[src/shared/mmr_map.svh]
`ifndef MMR_MAP_SVH
`define MMR_MAP_SVH

// Register byte offsets
`define MMR_OFF_CTRL     12'h000
`define MMR_OFF_BIAS     12'h004
`define MMR_OFF_REMOTE   12'h008
`define MMR_OFF_STATUS   12'h00c
`define MMR_OFF_ID       12'h010
`define MMR_MAP_BASE     3'h1
`define MMR_MAP_LSB      2
`define MMR_MAP_MSB      8

// Reset values: omni, preset select on, realtime gate all
`define MMR_CTRL_RST     13'h0850
`define MMR_BIAS_RST     8'h00
`define MMR_REMOTE_RST   12'h000

// Field positions
`define MMR_STAT_SHOWN   10
`define MMR_CTRL_W       13

// Limits and counts
`define MMR_MAX_PRESET   9'd383
`define MMR_MAP_SIZE     128
`define MMR_NUM_CTRL     12
`define MMR_CC_BASE      7'h10
`define MMR_FIFO_DEPTH   8

`endif

[src/shared/mmr_pkg.sv]
package mmr_pkg;

    typedef struct packed {
        logic [7:0] data;
        logic       last;
    } mmr_byte_s;

    typedef enum logic [1:0] {
        MMR_RT_NONE,
        MMR_RT_ALL,
        MMR_RT_TUNER,
        MMR_RT_TEMPO
    } mmr_rtgate_e;

    typedef enum logic [1:0] {
        MMR_KIND_NORMAL,
        MMR_KIND_TUNER,
        MMR_KIND_TEMPO
    } mmr_kind_e;

    typedef enum logic {
        ARB_IDLE,
        ARB_LOCK
    } mmr_arb_e;

    typedef struct packed {
        mmr_rtgate_e rtgate;
        logic        dispoff;
        logic        bridge;
        logic        filter;
        logic        custom;
        logic        pcen;
        logic        thru;
        logic        omni;
        logic [3:0]  chan;
    } mmr_ctrl_s;

endpackage

[src/hw/mmr_fifo.sv]
`timescale 1ns/100ps
module mmr_fifo #(
    parameter int W = 9,
    parameter int D = 8
) (
    // Clock and reset
    input  wire logic         clk,
    input  wire logic         rstn,
    // Fill side
    input  wire logic         in_valid,
    output logic              in_ready,
    input  wire logic [W-1:0] in_data,
    // Drain side
    output logic              out_valid,
    input  wire logic         out_ready,
    output logic [W-1:0]      out_data
);
    localparam int AW = $clog2(D);

    logic [W-1:0] mem [D];
    logic [AW:0]  wptr_reg;
    logic [AW:0]  rptr_reg;
    logic         full;
    logic         empty;

    assign full      = (wptr_reg[AW] != rptr_reg[AW]) && (wptr_reg[AW-1:0] == rptr_reg[AW-1:0]);
    assign empty     = wptr_reg == rptr_reg;
    assign in_ready  = !full;
    assign out_valid = !empty;
    assign out_data  = mem[rptr_reg[AW-1:0]];

    always_ff @(posedge clk) begin
        if (in_valid && !full) begin
            mem[wptr_reg[AW-1:0]] <= in_data;
        end
    end

    always_ff @(posedge clk or negedge rstn) begin
        if (!rstn) begin
            wptr_reg <= '0;
            rptr_reg <= '0;
        end else begin
            if (in_valid && !full) begin
                wptr_reg <= wptr_reg + 1'b1;
            end
            if (out_ready && !empty) begin
                rptr_reg <= rptr_reg + 1'b1;
            end
        end
    end
endmodule

[src/hw/mmr_router.sv]
// Local design decisions: the APB slave port and the register offsets.
`timescale 1ns/100ps
`include "mmr_map.svh"
module mmr_router import mmr_pkg::*; #(
    parameter logic [23:0] MAKER_ID = 24'h5a_a5_3c  // Arbitrary value
) (
    // Clock and reset
    input  wire logic              clk,
    input  wire logic              rstn,
    // APB slave
    input  wire logic              psel,
    input  wire logic              penable,
    input  wire logic              pwrite,
    input  wire logic [11:0]       paddr,
    input  wire logic [31:0]       pwdata,
    output logic [31:0]            prdata,
    output logic                   pready,
    output logic                   pslverr,
    // Inbound byte streams: 0 physical, 1 foot_controller_port, 2 host
    input  wire logic [2:0]        rx_valid,
    input  wire logic [2:0][7:0]   rx_data,
    output logic [2:0]             rx_ready,
    // Own outbound messages
    input  wire logic              int_valid,
    input  wire mmr_byte_s         int_byte,
    input  wire mmr_kind_e         int_kind,
    output logic                   int_ready,
    // Physical output
    output logic                   phys_tx_valid,
    output mmr_byte_s              phys_tx,
    input  wire logic              phys_tx_ready,
    // Host output
    output logic                   usb_tx_valid,
    output mmr_byte_s              usb_tx,
    input  wire logic              usb_tx_ready,
    // Foot controller output
    output logic                   foot_tx_valid,
    output mmr_byte_s              foot_tx,
    input  wire logic              foot_tx_ready,
    // Preset selection and remote controller values
    output logic                   preset_load,
    output logic [8:0]             preset_index,
    output logic [9:0]             preset_shown,
    output logic [11:0][6:0]       remote_value
);
    function automatic logic [1:0] msg_len(input logic [7:0] st);
        logic [1:0] n;
        n = 2'd1;
        case (st[7:4])
            4'hc, 4'hd: n = 2'd2;
            4'h8, 4'h9, 4'ha, 4'hb, 4'he: n = 2'd3;
            4'hf: n = (st == 8'hf2) ? 2'd3 : ((st == 8'hf1 || st == 8'hf3) ? 2'd2 : 2'd1);
            default: n = 2'd1;
        endcase
        return n;
    endfunction

    mmr_ctrl_s   ctrl_reg;
    logic [7:0]  bias_reg;
    logic [11:0] rdef_reg;
    logic [8:0]  map_mem [`MMR_MAP_SIZE];
    logic [31:0] prdata_reg;
    logic [31:0] rd_next;
    logic        map_hit;
    logic        hit;

    logic [3:0]  src_v;
    logic [3:0]  src_rdy;
    mmr_byte_s   src_b [4];
    mmr_arb_e    arb_reg;
    logic [1:0]  owner_reg;
    logic [1:0]  ptr_reg;
    logic [1:0]  pick;
    logic [1:0]  idx;
    logic        found;
    logic [1:0]  gnt;
    logic        gv;
    mmr_byte_s   ab;
    logic        to_phys;
    logic        to_usb;
    logic        to_foot;
    logic        gated;
    logic        arb_rdy;
    logic        fire;
    logic        fifo_in_v;
    logic        fifo_in_rdy;

    logic [7:0]  st_reg;
    logic [6:0]  d1_reg;
    logic        core_ev;
    logic        chan_ok;
    logic        pc_pend_reg;
    logic [8:0]  pc_sum_reg;
    logic        pc_go_reg;
    logic [8:0]  pc_sum2_reg;
    logic [8:0]  map_q_reg;
    logic [8:0]  target;

    // Register file
    assign map_hit = paddr[11:9] == `MMR_MAP_BASE && paddr[1:0] == 2'b00;
    assign hit     = map_hit || paddr == `MMR_OFF_CTRL || paddr == `MMR_OFF_BIAS
                     || paddr == `MMR_OFF_REMOTE || paddr == `MMR_OFF_STATUS
                     || paddr == `MMR_OFF_ID;
    assign pready  = 1'b1;
    assign pslverr = psel && penable && !hit;
    assign prdata  = prdata_reg;

    always_comb begin
        rd_next = 32'h0;
        if (map_hit) begin
            rd_next = {23'h0, map_mem[paddr[`MMR_MAP_MSB:`MMR_MAP_LSB]]};
        end else begin
            case (paddr)
                `MMR_OFF_CTRL:   rd_next = {19'h0, ctrl_reg};
                `MMR_OFF_BIAS:   rd_next = {24'h0, bias_reg};
                `MMR_OFF_REMOTE: rd_next = {20'h0, rdef_reg};
                `MMR_OFF_STATUS: rd_next = {12'h0, preset_shown, 1'b0, preset_index};
                `MMR_OFF_ID:     rd_next = {8'h0, MAKER_ID};
                default:         rd_next = 32'h0;
            endcase
        end
    end

    // Read data latched in setup so access needs no wait state
    always_ff @(posedge clk or negedge rstn) begin
        if (!rstn) begin
            prdata_reg <= 32'h0;
        end else if (psel && !penable && !pwrite) begin
            prdata_reg <= rd_next;
        end
    end

    always_ff @(posedge clk or negedge rstn) begin
        if (!rstn) begin
            ctrl_reg <= mmr_ctrl_s'(`MMR_CTRL_RST);
            bias_reg <= `MMR_BIAS_RST;
            rdef_reg <= `MMR_REMOTE_RST;
        end else if (psel && penable && pwrite) begin
            case (paddr)
                `MMR_OFF_CTRL:   ctrl_reg <= mmr_ctrl_s'(pwdata[`MMR_CTRL_W-1:0]);
                `MMR_OFF_BIAS:   bias_reg <= pwdata[7:0];
                `MMR_OFF_REMOTE: rdef_reg <= pwdata[11:0];
                default:         ;
            endcase
        end
    end

    // Map table; identifier has no write path at all
    always_ff @(posedge clk) begin
        if (psel && penable && pwrite && map_hit) begin
            map_mem[paddr[`MMR_MAP_MSB:`MMR_MAP_LSB]] <= pwdata[8:0];
        end
    end

    // Per-source framing, restores status bytes dropped by running status
    for (genvar gi = 0; gi < 3; gi++) begin : g_frm
        logic [7:0] rs_reg;
        logic [1:0] pos_reg;
        logic [1:0] len_reg;
        logic       sx_reg;
        logic [7:0] ib;
        logic [7:0] ob;
        logic       rt;
        logic       need_st;
        logic       stray;
        logic       lst;

        always_comb begin
            ib      = rx_data[gi];
            rt      = ib >= 8'hf8;
            need_st = !ib[7] && !sx_reg && pos_reg == 2'd0 && rs_reg[7];
            stray   = !ib[7] && !sx_reg && pos_reg == 2'd0 && !rs_reg[7];
            ob      = need_st ? rs_reg : ib;
            if (rt) begin
                lst = pos_reg == 2'd0 && !sx_reg;
            end else if (ob[7]) begin
                lst = ob != 8'hf0 && msg_len(ob) == 2'd1;
            end else begin
                lst = !sx_reg && (pos_reg + 2'd1 == len_reg);
            end
        end

        // Orphan data bytes are swallowed, never forwarded
        assign src_v[gi]    = rx_valid[gi] && !stray;
        assign src_b[gi]    = '{data: ob, last: lst};
        assign rx_ready[gi] = stray || (src_rdy[gi] && !need_st);

        always_ff @(posedge clk or negedge rstn) begin
            if (!rstn) begin
                rs_reg  <= 8'h00;
                pos_reg <= 2'd0;
                len_reg <= 2'd1;
                sx_reg  <= 1'b0;
            end else if (src_v[gi] && src_rdy[gi] && !rt) begin
                if (ob[7]) begin
                    rs_reg  <= (ob < 8'hf0) ? ob : 8'h00;
                    len_reg <= msg_len(ob);
                    pos_reg <= lst ? 2'd0 : 2'd1;
                    sx_reg  <= ob == 8'hf0;
                end else if (!sx_reg) begin
                    pos_reg <= lst ? 2'd0 : pos_reg + 2'd1;
                end
            end
        end
    end

    assign src_v[3]  = int_valid;
    assign src_b[3]  = int_byte;
    assign int_ready = src_rdy[3];

    // Round-robin message arbiter
    always_comb begin
        pick  = ptr_reg;
        found = 1'b0;
        idx   = ptr_reg;
        for (int k = 0; k < 4; k++) begin
            idx = ptr_reg + 2'(k);
            if (!found && src_v[idx]) begin
                pick  = idx;
                found = 1'b1;
            end
        end
    end

    assign gnt = (arb_reg == ARB_LOCK) ? owner_reg : pick;
    assign gv  = (arb_reg == ARB_LOCK) ? src_v[owner_reg] : found;
    assign ab  = src_b[gnt];

    always_comb begin
        gated = (int_kind == MMR_KIND_TUNER && ctrl_reg.rtgate != MMR_RT_ALL
                 && ctrl_reg.rtgate != MMR_RT_TUNER)
             || (int_kind == MMR_KIND_TEMPO && ctrl_reg.rtgate != MMR_RT_ALL
                 && ctrl_reg.rtgate != MMR_RT_TEMPO);
        case (gnt)
            2'd0, 2'd1: to_phys = ctrl_reg.thru;
            2'd2:       to_phys = ctrl_reg.bridge;
            default:    to_phys = !gated;
        endcase
        to_usb  = ctrl_reg.bridge && gnt < 2'd2;
        to_foot = ctrl_reg.bridge && gnt == 2'd2;
    end

    // All destinations take a byte together, so a stalled host or foot port, or a full physical FIFO, stalls the source
    assign arb_rdy       = (!to_phys || fifo_in_rdy) && (!to_usb || usb_tx_ready)
                           && (!to_foot || foot_tx_ready);
    assign fire          = gv && arb_rdy;
    assign fifo_in_v     = fire && to_phys;
    assign usb_tx_valid  = fire && to_usb;
    assign foot_tx_valid = fire && to_foot;
    assign usb_tx        = ab;
    assign foot_tx       = ab;

    for (genvar gs = 0; gs < 4; gs++) begin : g_rdy
        assign src_rdy[gs] = gv && gnt == 2'(gs) && arb_rdy;
    end

    always_ff @(posedge clk or negedge rstn) begin
        if (!rstn) begin
            arb_reg   <= ARB_IDLE;
            owner_reg <= 2'd0;
            ptr_reg   <= 2'd0;
        end else if (fire) begin
            owner_reg <= gnt;
            case (arb_reg)
                ARB_IDLE: arb_reg <= ab.last ? ARB_IDLE : ARB_LOCK;
                ARB_LOCK: arb_reg <= ab.last ? ARB_IDLE : ARB_LOCK;
                default:  arb_reg <= ARB_IDLE;
            endcase
            if (ab.last) begin
                ptr_reg <= gnt + 2'd1;
            end
        end
    end

    mmr_fifo #(
        .W ($bits(mmr_byte_s)),
        .D (`MMR_FIFO_DEPTH)
    ) u_phys_fifo (
        .clk       (clk),
        .rstn      (rstn),
        .in_valid  (fifo_in_v),
        .in_ready  (fifo_in_rdy),
        .in_data   (ab),
        .out_valid (phys_tx_valid),
        .out_ready (phys_tx_ready),
        .out_data  (phys_tx)
    );

    // Inbound decoding; every inbound source is always consumed
    assign core_ev = fire && gnt != 2'd3 && ab.last && !ab.data[7];
    assign chan_ok = ctrl_reg.omni || st_reg[3:0] == ctrl_reg.chan;

    always_ff @(posedge clk or negedge rstn) begin
        if (!rstn) begin
            st_reg <= 8'h00;
            d1_reg <= 7'h00;
        end else if (fire && gnt != 2'd3) begin
            if (ab.data[7]) begin
                if (ab.data < 8'hf8) begin
                    st_reg <= ab.data;
                end
            end else begin
                d1_reg <= ab.data[6:0];
            end
        end
    end

    // Bias, then registered map read, then range and repeat checks
    always_ff @(posedge clk or negedge rstn) begin
        if (!rstn) begin
            pc_pend_reg <= 1'b0;
            pc_sum_reg  <= 9'd0;
            pc_go_reg   <= 1'b0;
            pc_sum2_reg <= 9'd0;
            map_q_reg   <= 9'd0;
        end else begin
            pc_pend_reg <= core_ev && st_reg[7:4] == 4'hc && chan_ok
                           && ctrl_reg.pcen;
            if (core_ev) begin
                pc_sum_reg <= {2'b00, ab.data[6:0]} + {1'b0, bias_reg};
            end
            map_q_reg   <= map_mem[pc_sum_reg[6:0]];
            pc_go_reg   <= pc_pend_reg;
            pc_sum2_reg <= pc_sum_reg;
        end
    end

    assign target = (ctrl_reg.custom && pc_sum2_reg < 9'd128) ? map_q_reg
                                                              : pc_sum2_reg;

    always_ff @(posedge clk or negedge rstn) begin
        if (!rstn) begin
            preset_load  <= 1'b0;
            preset_index <= 9'd0;
        end else begin
            preset_load <= 1'b0;
            if (pc_go_reg && target <= `MMR_MAX_PRESET
                && !(ctrl_reg.filter && target == preset_index)) begin
                preset_load  <= 1'b1;
                preset_index <= target;
            end
        end
    end

    always_ff @(posedge clk or negedge rstn) begin
        if (!rstn) begin
            preset_shown <= 10'd0;
        end else begin
            preset_shown <= {1'b0, preset_index} + {9'd0, ctrl_reg.dispoff};
        end
    end

    for (genvar gc = 0; gc < `MMR_NUM_CTRL; gc++) begin : g_ctl
        logic       seen_reg;
        logic [6:0] val_reg;

        always_ff @(posedge clk or negedge rstn) begin
            if (!rstn) begin
                seen_reg <= 1'b0;
                val_reg  <= 7'h00;
            end else if (core_ev && st_reg[7:4] == 4'hb && chan_ok
                         && d1_reg == `MMR_CC_BASE + 7'(gc)) begin
                seen_reg <= 1'b1;
                val_reg  <= ab.data[6:0];
            end else if (!seen_reg) begin
                val_reg <= rdef_reg[gc] ? 7'h7f : 7'h00;
            end
        end

        // Local flops keep each controller value to a single driving process
        assign remote_value[gc] = val_reg;
    end
endmodule

[config.mk]
export PLATFORM = sky130hd
export DESIGN_NAME = mmr_router
export DESIGN_NICKNAME = d
export VERILOG_FILES = /design/src/shared/mmr_pkg.sv /design/src/hw/mmr_fifo.sv /design/src/hw/mmr_router.sv
export VERILOG_INCLUDE_DIRS = /design/src /design/src/shared
export SDC_FILE = /design/constraint.sdc
export NUM_CORES = 2
export LEC_CHECK = 0
export BUFFER_PORTS_ARGS = -buffer_cell sky130_fd_sc_hd__buf_2
export CORE_MARGIN = 2
export CORE_UTILIZATION = 45
export CTS_CLUSTER_DIAMETER = 120
export DETAILED_ROUTE_END_ITERATION = 8
export GPL_TIMING_DRIVEN = 0
export MAX_ROUTING_LAYER = met4
export PLACE_DENSITY = 0.64
export SYNTH_ARGS = -nofsm -noshare
export SYNTH_HDL_FRONTEND = slang
export SYNTH_HIERARCHICAL = 1
export SYNTH_SLANG_ARGS = --single-unit
[constraint.sdc]
create_clock -name clk -period 6.1 [get_ports clk]
set_input_delay 0.915 -clock clk [delete_from_list [all_inputs] [get_ports clk]]
set_output_delay 0.915 -clock clk [all_outputs]
set_load 0.01 [all_outputs]
==> results.md <==
| Step | Item | Reported |
|:---|:---|:---|
| clock tree | H-tree lvl count | 4 |
| timing | Final Cycle Share | 0.992 |
| placed design | Total placed cells including tap cells | 6,102 |
| placed design | Quantity of I/O buffers inserted on ports | 226 |
| synth | Sequential cell area fraction in the yosys report | 0.623 |
| worst setup path | Reg2Reg Capture Point | u_phys_fifo/mem[4][2] |
| worst setup path | Data arrival time of the critical path | 6.44 ns |
| power | Standby leakage power | 0.0271 uW |
| synth | Largest area contributor in the synthesized netlist | sky130_fd_sc_hd__edfxtp_1 |
| floorplanning | Die area | 0.158 mm2 |
| worst hold path | Hold WC Path Type | input pin to asynchronous set/reset pin |
| timing | Relative slew margins | -0.0434 |
| global route | Initial antenna violation count | 27 |
| worst setup path | Worst setup path end | map_mem[44][0] |
| worst setup path | Most numerous cell on the critical path | sky130_fd_sc_hd__buf_2 |
| timing | Min Clock Period, post-route | 6.05 ns |
| floorplanning | Die width | 397 um |
| cells and area | Final cell count without fillers | 6,417 |
| power | Overall power of the completed layout | 32,500 uW |
| worst setup path | Endpoint type of the worst setup path | flip-flop |
| power | Max rail drop VDD | 321 uV |
| global route | Total overflow reported by the global router | 0 |
| detailed routing | Initial detailed-routing violation count | 7,500 |
| synth | FF+latch count, synth | 1,490 |
| clock tree | # clock sinks | 1,490 |
| detailed routing | Antenna-violating nets left | 0 |
| synth | Share of the synthesized area in the top cell type | 0.528 |
| global route | Largest net degree at the start of global routing | 98 |
| cells and area | Post-Route Utilization | 0.516 |
| detailed routing | DRT Wirelength | 242 mm |
| detailed routing | Detail-routed via count per cell | 6.71 |
| detailed routing | Total via count in the routed design | 43,100 |
| worst setup path | Count of cells along the worst register-to-register path | 20 |
| cells and area | Layout-stage area growth over the synthesis result | 13.9% |
| cells and area | Largest register FFs | 1,152 |
| timing | Slew of the pin with the lowest slew margin | 1.57 ns |
| global route | Global-route wire length before repair | 330 mm |
| timing | Worst Hold Slack | 0.0668 ns |
| run | Max capacitance violation total | 6 |
| outcome | Failing checks | max-capacitance violations, max-slew violations |
| worst setup path | Crit path from | paddr[4] |
| timing | Endpoints failing setup | 0 |
| clock tree | Clock latency of the later-clocked register in the worst-skew pair | 0.84 ns |
| synth | Unique cell type count in the Yosys netlist | 88 |
| clock tree | Cts bufs inserted | 158 |
| timing | Setup clock skew after layout | 0.0362 ns |
| clock tree | Number of buffers inserted by hold repair at cts | 0 |
| floorplanning | Number of rows in the core area | 144 |
| synth | YS warnings | 6 |
| detailed routing | Detailed-router iteration count before antenna repair | 8 |
| synth | Cell count after synthesis | 3,801 |
| synth | Predominant post-synthesis flop cell | sky130_fd_sc_hd__edfxtp_1 |
| floorplanning | Initial core utilization | 0.453 |
| clock tree | Max clock buf depth | 3 |
| timing | Final-report hold violation count | 0 |
| floorplanning | I/O pin count | 263 |
| detailed routing | Remaining routing DRC violations | 0 |
| worst setup path | Delay of the slowest critical-path stage | 1.20 ns |
| global route | Overall track demand over capacity in global routing | 0.316 |
| synth | Ranking of synthesized cells by area | sky130_fd_sc_hd__edfxtp_1, sky130_fd_sc_hd__mux4_2, sky130_fd_sc_hd__dfrtp_1, sky130_fd_sc_hd__nand2_1, sky130_fd_sc_hd__nor2_1 |
| synth | Mean instance size in the synthesized netlist | 18.3 um2 |
| worst setup path | CP Data Required Time | 6.49 ns |
| worst setup path | Setup slack of the worst register-to-register path | 0.39 ns |
| worst setup path | Max FO, Critical Path | 10 |
| outcome | Status | complete, but fails checks |
| clock tree | CTS tree | yes |
| global route | Number of global-route vias before repair | 41,000 |
| worst setup path | Slowest cell on the critical path | sky130_fd_sc_hd__clkbuf_1 |
| synth | Count of flip-flops with a built-in enable after synthesis | 1,224 |
| clock tree | Clock slew at reported path FFs | 0.06 ns |
| placed design | Placement Setup Slack | -1.72 ns |
| synth | Mapped cell area | 0.0697 mm2 |
| floorplanning | Core region area | 0.154 mm2 |
| timing | Worst setup margin | 0.0479 ns |
| worst setup path | Critical Path Source Type | input pin |
| floorplanning | Vert. Die Dim | 397 um |
| worst setup path | Critical setup path kind | input pin to flip-flop |
| placed design | Final estimated routing congestion in global placement | 1.14 |
| power | Power density over the cells | 409 mW/mm2 |
| cells and area | Nets | 4,336 |
| worst setup path | Crit Reg-Reg Startpoint | g_frm[2].pos_reg[0] |
| synth | Synth async-reset ratio | 0.179 |
| worst setup path | Crit-path cells | buf_2, inv_1, buf_2, buf_2, buf_1, nor3_1, nand2_1, clkbuf_1, nor2_1 |
| cells and area | Fraction of layout cells with a size suffix above 1 | 0.345 |
| placed design | HPWL after detailed placement | 172 mm |
| detailed routing | Detail-routed net length per standard cell | 37.7 um |
| timing | Final-report max-slew violation count | 54 |
| timing | Maximum clock rate | 165 MHz |
| clock tree | CTS Root Buffer Type | sky130_fd_sc_hd__clkbuf_16 |
-- metrics by stage --
step / instance area (um2) / setup TNS (ns)
global route: 79400 / -0.00131
CTS: 79200 / 0
finish: 79400 / 0
detailed placement: 74000 / -892.49
floorplan: 69700 / 0
global placement: 73400 / -1353.14
-- how the worst min path moves through the flow --
stage	endpoint	cells past startpoint	slack [ns]	startpoint
3_3_place_gp	pc_go_reg	0	0.34	pc_pend_reg
3_5_place_dp	pc_go_reg	0	0.34	pc_pend_reg
5_1_grt	g_frm[1].rs_reg[4]	1	0.12	rstn
6_report	g_frm[1].rs_reg[6]	1	0.07	rstn
2_1_floorplan	pc_go_reg	0	0.33	pc_pend_reg
4_1_cts	g_frm[1].rs_reg[5]	1	0.08	rstn
-- placed cells by master, fill, tap and decap left out, drive strengths merged, types with 8 or more instances in the layout --
cell | netlist | layout
edfxtp | 1224 | 1224
mux4 | 780 | 780
buf | 129 | 385
clkbuf | 156 | 368
nand2 | 287 | 287
nor2 | 286 | 286
dfrtp | 260 | 260
a21oi | 121 | 121
mux2 | 84 | 84
clkinv | 0 | 53
mux2i | 48 | 48
inv | 39 | 48
o21ai | 44 | 44
nand3 | 41 | 41
xnor2 | 30 | 30
nand2b | 27 | 27
nor4 | 22 | 22
diode | 0 | 19
ha | 18 | 18
nor2b | 16 | 16
o31ai | 15 | 15
or2 | 14 | 14
xor2 | 14 | 14
bufinv | 0 | 13
conb | 2 | 11
and3 | 10 | 10
nor3b | 10 | 10
nand4 | 8 | 8
-- timing repair --
action / 4_1_cts / 5_1_grt
pin swaps: 3 / 2
setup buffers: 3 / 3
endpoints found under the setup margin: 535 / 53
resized for setup: 29 / 8
-- routing by layer --
metal	track usage	wire length, um	up-vias	part of all wire
li1	-	-	16500	-
met1	0.403	86400	22700	0.36
met2	0.460	110000	3239	0.45
met3	0.0933	31000	626	0.13
met4	0.162	14700	0	0.061
met5	-	0	-	0
-- Yosys cell counts, drive strengths merged (5+ instances only) --
master and instances:
buf 129, and3 10, edfxtp 1224, ha 18, a22oi 5, xnor2 30
nand2b 27, nor2b 16, xor2 14, nand2 287, nand3 41, mux2 84
nor4 22, or2 14, mux4 780, clkbuf 156, nor4b 7, o31ai 15
nand4 8, nor3 7, o21ai 44, a31oi 7, nor2 286, nor3b 10
dfstp 6, o41ai 6, dfrtp 260, a21oi 121, inv 39, mux2i 48
-- area by class of cell --
| cell class | count | area (um2) |
|---|---|---|
| clock buffer | 212 | 4290 |
| timing repair buffer | 256 | 1690 |
| tap | 2044 | 2560 |
| buffer | 285 | 1340 |
| sequential | 1490 | 43400 |
| antenna | 19 | 47.5 |
| fill | 12400 | 74500 |
| multi-input combinational | 1996 | 25000 |
| inverter | 39 | 146 |
| clock inverter | 76 | 885 |
-- critical path, delay by kind of cell --
family,cells,cell delay [ns]
buffers and inverters,6,3.76
AND/OR/NAND/NOR,3,1.69
-- kinds of logic (layout without fill, tap and decap cells) --
logic type	after synthesis	count (layout)	synth area share
compound gates	252	252	0.0229
simple gates	758	758	0.0504
fa+ha+maj	19	19	0.00352
flops	1490	1490	0.623
buf+inv	324	868	0.0203
mux	912	912	0.274
xor+xnor	44	44	0.00585
other cells	2	30	0.000108
-- report_power, final --
group | internal [uW] | switching, uW
Sequential | 11500 | 232
Combinational | 4250 | 6720
Clock | 5530 | 4240
No activity file was read; power rests on OpenSTA's default activity.
